--- config.mk ---
export PLATFORM = sky130hd
export DESIGN_NAME = ifs_sequencer
export DESIGN_NICKNAME = d
export VERILOG_FILES = /design/src/rtl/ifs_pkg.sv /design/src/rtl/ifs_phase_gen.sv /design/src/rtl/ifs_sequencer.sv
export SDC_FILE = /design/constraint.sdc
export NUM_CORES = 1
export LEC_CHECK = 0
export BUFFER_PORTS_ARGS = -buffer_cell sky130_fd_sc_hd__buf_2
export CORE_ASPECT_RATIO = 1.75
export CORE_MARGIN = 3
export CORE_UTILIZATION = 50
export DETAILED_ROUTE_END_ITERATION = 7
export PLACE_DENSITY = 0.87
export SYNTH_ARGS = -nofsm -noshare
export SYNTH_HDL_FRONTEND = slang
export SYNTH_SLANG_ARGS = --single-unit
--- constraint.sdc ---
create_clock -name i_clk -period 3.21 [get_ports i_clk]
set_input_delay 0.321 -clock i_clk [delete_from_list [all_inputs] [get_ports i_clk]]
set_output_delay 0.321 -clock i_clk [all_outputs]
set_load 0.005 [all_outputs]
--- src/rtl/ifs_pkg.sv ---
// Constants shared by the instruction fetch sequencer files.
package ifs_pkg;
  // ---------------------------------------------------------------
  // Program memory geometry
  // ---------------------------------------------------------------
  localparam int          PC_W       = 10;
  localparam int          WORD_W     = 14;
  localparam int          LOW_W      = 8;
  localparam int          PHASES     = 4;
  localparam int          PH_W       = 2;
  // ---------------------------------------------------------------
  // Fixed vectors
  // ---------------------------------------------------------------
  localparam logic [9:0]  VEC_RESET  = 10'h000;
  localparam logic [9:0]  VEC_EXT    = 10'h004;
  localparam logic [9:0]  VEC_TIMER  = 10'h008;
  localparam logic [9:0]  VEC_ADC    = 10'h00C;
  localparam logic [1:0]  PH_LAST    = 2'h3;
  localparam logic [13:0] NOP_WORD   = 14'h0000;
  // ---------------------------------------------------------------
  // Control transfer requests from the execute datapath
  // ---------------------------------------------------------------
  typedef enum logic [2:0] {
    IFS_XFER_NONE   = 3'h0,
    IFS_XFER_JUMP   = 3'h1,
    IFS_XFER_LOW    = 3'h2,
    IFS_XFER_RETURN = 3'h3,
    IFS_XFER_SKIP   = 3'h4
  } ifs_xfer_t;
  typedef enum logic [1:0] {
    IFS_INT_EXT   = 2'h0,
    IFS_INT_TIMER = 2'h1,
    IFS_INT_ADC   = 2'h2
  } ifs_int_t;
endpackage

--- src/rtl/ifs_phase_gen.sv ---
// Four-phase clock generator for the instruction cycle.
module ifs_phase_gen
  import ifs_pkg::*;
(
  input  wire logic             i_clk,
  input  wire logic             i_rst,
  output logic [PHASES-1:0]     o_phase,
  output logic                  o_cycle_end
);
  logic [PH_W-1:0]   cnt_r;
  logic [PH_W-1:0]   cnt_nxt;
  logic [PHASES-1:0] phase_r;
  logic [PHASES-1:0] phase_nxt;

  // Exactly one phase is high in each system clock period.
  always_comb begin
    cnt_nxt   = cnt_r + 2'h1;
    phase_nxt = {phase_r[PHASES-2:0], phase_r[PHASES-1]};
  end

  always_ff @(posedge i_clk or posedge i_rst) begin
    if (i_rst) begin
      cnt_r   <= 2'h0;
      phase_r <= 4'h1;
    end else begin
      cnt_r   <= cnt_nxt;
      phase_r <= phase_nxt;
    end
  end

  assign o_phase     = phase_r;
  assign o_cycle_end = (cnt_r == PH_LAST);
endmodule

--- src/rtl/ifs_sequencer.sv ---
// Instruction fetch sequencer: phase timing, program counter and pipeline.
// Summary of operation
// - System clock splits into four phases; one instruction cycle is four clocks.
// - Fetch in one cycle, execute in the next, overlapped with the next fetch.
// - An instruction that changes the program counter takes two cycles.
// - No instruction takes more than two machine cycles.
// - Program counter advances by one after each fetch.
// - Program counter spans a 1024 by 14 program memory.
// - External clear input is active low and initialises the sequencer.
// - After reset the program counter starts at address 000H.
// - A met skip discards the fetched instruction and runs a dummy cycle.
// - A counter_low_byte write replaces low eight bits, keeping upper bits.
// - Accepted interrupts vector to 004H, 008H or 00CH if the stack has room.
module ifs_sequencer
  import ifs_pkg::*;
#(
  parameter int ADDR_W = PC_W,
  parameter int DATA_W = WORD_W
) (
  input  wire logic                i_clk,
  input  wire logic                i_rst,
  input  wire logic                i_chip_clear_input_n,
  input  wire logic [DATA_W-1:0]   i_rom_data,
  input  wire ifs_pkg::ifs_xfer_t  i_xfer,
  input  wire logic [ADDR_W-1:0]   i_target,
  input  wire logic [LOW_W-1:0]    i_counter_low_byte,
  input  wire logic                i_int_req,
  input  wire ifs_pkg::ifs_int_t   i_int_src,
  input  wire logic                i_stack_full,
  output logic [ADDR_W-1:0]        o_rom_addr,
  output logic                     o_rom_rd,
  output logic [DATA_W-1:0]        o_exec_word,
  output logic                     o_exec_valid,
  output logic                     o_exec_start,
  output logic [ADDR_W-1:0]        o_pc,
  output logic [ADDR_W-1:0]        o_push_addr,
  output logic                     o_int_ack,
  output logic [PHASES-1:0]        o_phase
);
  import ifs_pkg::*;

  // ---------------------------------------------------------------
  // Pipeline states
  // ---------------------------------------------------------------
  typedef enum logic [1:0] {
    IFS_ST_RESET = 2'b00,
    IFS_ST_RUN   = 2'b01,
    IFS_ST_DUMMY = 2'b11
  } ifs_state_t;

  logic [PHASES-1:0] phase;
  logic              cycle_end;
  logic              clear_r;
  logic              clear_nxt;

  // ---------------------------------------------------------------
  // Phase generator
  // ---------------------------------------------------------------
  ifs_phase_gen u_phase (
    .i_clk       (i_clk),
    .i_rst       (clear_r),
    .o_phase     (phase),
    .o_cycle_end (cycle_end)
  );

  ifs_state_t        state_r;
  ifs_state_t        state_nxt;
  logic [ADDR_W-1:0] pc_r;
  logic [ADDR_W-1:0] pc_nxt;
  logic [DATA_W-1:0] fetch_r;
  logic [DATA_W-1:0] fetch_nxt;
  logic [DATA_W-1:0] exec_r;
  logic [DATA_W-1:0] exec_nxt;
  logic              valid_r;
  logic              valid_nxt;
  logic              start_r;
  logic              start_nxt;
  logic              rd_r;
  logic              rd_nxt;
  logic              ack_r;
  logic              ack_nxt;
  logic [ADDR_W-1:0] push_r;
  logic [ADDR_W-1:0] push_nxt;
  logic [PHASES-1:0] phase_r;
  logic [ADDR_W-1:0] vec;

  // Clear is held while the pin is low; the whole sequencer restarts from it.
  always_comb begin
    clear_nxt = ~i_chip_clear_input_n;
  end

  always_ff @(posedge i_clk or posedge i_rst) begin
    if (i_rst) begin
      clear_r <= 1'b1;
    end else begin
      clear_r <= clear_nxt;
    end
  end

  always_comb begin
    case (i_int_src)
      IFS_INT_EXT:   vec = ADDR_W'(VEC_EXT);
      IFS_INT_TIMER: vec = ADDR_W'(VEC_TIMER);
      default:       vec = ADDR_W'(VEC_ADC);
    endcase
  end

  // ---------------------------------------------------------------
  // Fetch, execute and counter update at the end of each cycle
  // ---------------------------------------------------------------
  always_comb begin
    state_nxt = state_r;
    pc_nxt    = pc_r;
    fetch_nxt = fetch_r;
    exec_nxt  = exec_r;
    valid_nxt = valid_r;
    start_nxt = 1'b0;
    rd_nxt    = (phase[0] == 1'b1) && (state_r != IFS_ST_RESET);
    ack_nxt   = 1'b0;
    push_nxt  = push_r;
    // The word read in the second phase is held by the memory and taken in the last.
    if (phase[PHASES-1]) begin
      fetch_nxt = i_rom_data;
    end
    if (cycle_end) begin
      start_nxt = 1'b1;
      case (state_r)
        IFS_ST_RESET: begin
          pc_nxt    = ADDR_W'(VEC_RESET);
          valid_nxt = 1'b0;
          exec_nxt  = NOP_WORD;
          state_nxt = IFS_ST_DUMMY;
        end
        IFS_ST_DUMMY: begin
          // The dummy slot is over; the word fetched during it executes next.
          exec_nxt  = fetch_nxt;
          valid_nxt = 1'b1;
          pc_nxt    = pc_r + 10'h001;
          state_nxt = IFS_ST_RUN;
        end
        default: begin
          exec_nxt  = fetch_nxt;
          valid_nxt = 1'b1;
          pc_nxt    = pc_r + 10'h001;
          if (i_int_req && !i_stack_full) begin
            push_nxt  = pc_r;
            ack_nxt   = 1'b1;
            pc_nxt    = vec;
            state_nxt = IFS_ST_DUMMY;
            valid_nxt = 1'b0;
            exec_nxt  = NOP_WORD;
          end else begin
            case (i_xfer)
              IFS_XFER_JUMP, IFS_XFER_RETURN: begin
                pc_nxt    = i_target;
                state_nxt = IFS_ST_DUMMY;
              end
              IFS_XFER_LOW: begin
                pc_nxt    = {pc_r[ADDR_W-1:LOW_W], i_counter_low_byte};
                state_nxt = IFS_ST_DUMMY;
              end
              IFS_XFER_SKIP: begin
                state_nxt = IFS_ST_DUMMY;
              end
              default: begin
                state_nxt = IFS_ST_RUN;
              end
            endcase
            if (i_xfer != IFS_XFER_NONE) begin
              // The prefetched word is discarded; the slot becomes a dummy.
              valid_nxt = 1'b0;
              exec_nxt  = NOP_WORD;
            end
          end
        end
      endcase
    end
  end

  always_ff @(posedge i_clk or posedge i_rst) begin
    if (i_rst) begin
      state_r <= IFS_ST_RESET;
      pc_r    <= 10'h000;
      fetch_r <= 14'h0000;
      exec_r  <= 14'h0000;
      valid_r <= 1'b0;
      start_r <= 1'b0;
      rd_r    <= 1'b0;
      ack_r   <= 1'b0;
      push_r  <= 10'h000;
      phase_r <= 4'h0;
    end else if (clear_r) begin
      state_r <= IFS_ST_RESET;
      pc_r    <= 10'h000;
      fetch_r <= 14'h0000;
      exec_r  <= 14'h0000;
      valid_r <= 1'b0;
      start_r <= 1'b0;
      rd_r    <= 1'b0;
      ack_r   <= 1'b0;
      push_r  <= 10'h000;
      phase_r <= 4'h0;
    end else begin
      state_r <= state_nxt;
      pc_r    <= pc_nxt;
      fetch_r <= fetch_nxt;
      exec_r  <= exec_nxt;
      valid_r <= valid_nxt;
      start_r <= start_nxt;
      rd_r    <= rd_nxt;
      ack_r   <= ack_nxt;
      push_r  <= push_nxt;
      phase_r <= phase;
    end
  end

  assign o_rom_addr   = pc_r;
  assign o_rom_rd     = rd_r;
  assign o_exec_word  = exec_r;
  assign o_exec_valid = valid_r;
  assign o_exec_start = start_r;
  assign o_pc         = pc_r;
  assign o_push_addr  = push_r;
  assign o_int_ack    = ack_r;
  assign o_phase      = phase_r;
endmodule

==> impl_metrics.ini <==
[run_status]
status = completed

[global_route]
grt_pass1_wl_um = 11050
antenna_found_initial = 0
grt_max_degree = 32
gr-usage-all-layers_pct = 20.78
grt_pass1_vias = 2332
grt_overflow = 0

[finish]
final_cell_mix = 93 x buf_2, 63 x dfrtp_1, 29 x nand2_1, 23 x nor2_1, 19 x a22o_1
final_common_cell = buf_2
n_antenna_cell = 0
nNetsFinal = 402
nFillCells = 502
drive_gt1_share_pct = 33.80
final_area_sq_mm = 0.003592
fin_util_pct = 62.80
area_growth_pct = 19.08

[drt]
routedWlPerCell_um = 15.85
routed_wl_um = 6928
route.detailed.drc = 0
antenna_left = 0
wl_met1_um = 2512
top_layer_used = met4
dr.pass1.iters = 4
via_per_inst = 5.506
drt_iter0_drc = 162
wl_met3_um = 393
dr_wl_met2_um = 3828
vias = 2406

[synth]
synth_top_area_share_pct = 52.26
synth.ff_latch_count = 65
post-synth-top-area-cell = dfrtp_1
synth_cell_types = 46
synth_edf_count = 0
synth_cells = 277
async_flop_share_pct = 100.0
syn_area_per_cell_sq_um = 10.89
synthXorXnorAreaFrac_pct = 0.8710
synth_top_family_by_area = compound AO/OA/AOI/OAI gates
synth-main-ff-cell = dfrtp_1
synth_area_leaders = dfrtp_1 52%, a22o_1 5.5%, mux2i_1 4.6%, nand2_1 3.6%, nor2_1 3.0%
synth-compound-area-share_pct = 17.59
synthAdderAreaFrac_pct = 1.659
yosys.area_share.simple_pct = 14.64
synth_mux_area_share_pct = 4.645
syn_nets = 323
yosysWarnings = 0
netlist_area_sq_mm = 0.003017
ys_seq_area_share_pct = 54.00

[setup_path]
cp_data_arrival_time_ns = 2.58
rr_startpoint = state_r[0]
rrSetupSlack_ns = 0.88
worstSetupEndpointType = flip-flop
cp-start-kind = flip-flop
worstSetupPathType = reg -> reg
crit_fanout = 16
worstPathRequired_ns = 3.46
r2r_end = o_pc[7]
r2r_cells = 6

[cts]
cts_max_path_buffers = 2
clock_latency_ns = 0.34
hold_buffers = 0
numCtsBuffers = 9
cts_resized = 0
cts_setup_buffers = 0
tritoncts = yes
ctsHtreeMaxLevel = 3
cts.sinks = 65
clk_pin_slew_ns = 0.06
cts_root_buffer = clkbuf_8

[sta]
finalClockSkew_ns = 0.006084
min_period_ns = 2.328
slew_violations = 0
rsz0062_at_grt = no
worst_slew_pin_slew_ns = 0.9878
max_freq_mhz = 429.5
period_share_pct = 72.54
tns_ns = 0
hold_viol = 0
setup_violations = 0
slew_headroom_pct = 34.08
whs_ns = 0.04987

[placed_design]
hpwl_um = 5147
place.gp.congestion = 0.8767
placed_cell_area_sq_mm = 0.003418
port_buffers = 93

[power]
ir_drop_mv = 0.2614
seq_power_share_pct = 53.6
swShare_pct = 24.05
internal_power_mw = 1.200
powerDensity_mw_per_mm2 = 439.7
p_leak_nw = 1.826
power.switching_mw = 0.3799
p_clk_share_pct = 38.0
pwr-share-comb_pct = 8.4
total_power_mw = 1.579

[floorplan]
io_pins = 94
coreArea_sq_mm = 0.005720
fp-row-count = 36
die_x_um = 64.72
start_util_pct = 52.73
die-area_sq_mm = 0.007038
die_h_um = 108.8

[run]
drv_cap = 0

[hold_path]
hold_class = in -> async
-- worst max-delay path: stages (launching register included) --
cell      delay (ns)
dfrtp_1         0.37
inv_1           0.05
ha_1            0.56
nor2_1          0.18
a211oi_2        0.65
o21ai_0         0.19
o211ai_1        0.22
-- power by group through the flow --
stage / Sequential [mW] / Clock, mW / Combinational (mW)
after CTS: 0.846 / 0.615 / 0.135
after global placement: 0.861 / 0 / 0.132
after floorplan: 0.848 / 0 / 0.101
after global routing: 0.848 / 0.656 / 0.149
after detailed placement: 0.862 / 0 / 0.134
final: 0.847 / 0.599 / 0.133
-- routing by layer --
layer	up-vias	GRT usage [%]
met3	15	4.948
met5	-	0
met4	0	11.20
met1	1169	24.27
li1	1134	-
met2	88	34.87
-- synth_stat cells (all sizes together) (4+ instances only) --
cell and instances:
nand2 29, buf 22, mux2i 14, nor2b 8
clkbuf 4, dfrtp 63, o211ai 6, nand3 5
o221ai 4, inv 8, ha 4, nand2b 6
a22o 19, o21ai 15, a21oi 4, nor2 24
-- worst max path at each step --
stage                           from    endpoint  slack [ns]  cells after the start
after floorplan                i_rst  fetch_r[0]        1.43                      1
after global routing      state_r[0]     o_pc[7]        0.74                      6
after CTS                 state_r[0]     o_pc[7]        0.90                      6
final                     state_r[0]     o_pc[7]        0.88                      6
after global placement    state_r[0]     o_pc[7]        1.06                      6
after detailed placement  state_r[0]     o_pc[7]        0.90                      6
-- through the flow --
| stage | worst slack, ns | instances |
|---|---|---|
| 5_1_grt | 0.7351 | 437 |
| 4_1_cts | 0.8989 | 437 |
| 2_1_floorplan | 1.434 | 277 |
| 3_3_place_gp | 1.062 | 421 |
| 3_5_place_dp | 0.9013 | 421 |
| 6_report | 0.8816 | 437 |
-- state kept, by name, indices dropped and copies added (netlist names), 2 cells and up --
register	count
fetch_r	14
o_exec_word	14
o_pc	10
o_phase	4
o_push_addr	10
state_r	2
u_phase.cnt_r	2
u_phase.o_phase	4
-- kinds of logic (layout without fill, tap and decap cells) --
family | Yosys count | count (layout)
XOR/XNOR | 3 | 3
buffers and inverters | 34 | 118
adder cells (fa/ha/maj) | 4 | 4
AO/OA/AOI/OAI | 68 | 68
flip-flops | 65 | 65
multiplexers | 14 | 14
AND/OR/NAND/NOR | 89 | 89
-- cell type report --
cell class | count | area, sq um | share of cell area [%]
Sequential cell | 65 | 1629 | 45.35
Inverter | 8 | 30.03 | 0.8359
Tap cell | 76 | 95.09 | 2.647
Timing Repair Buffer | 94 | 473.0 | 13.17
Clock inverter | 3 | 15.01 | 0.4180
Clock buffer | 13 | 158.9 | 4.424
Multi-Input combinational cell | 178 | 1191 | 33.16
No activity file was read; power rests on OpenSTA's default activity.
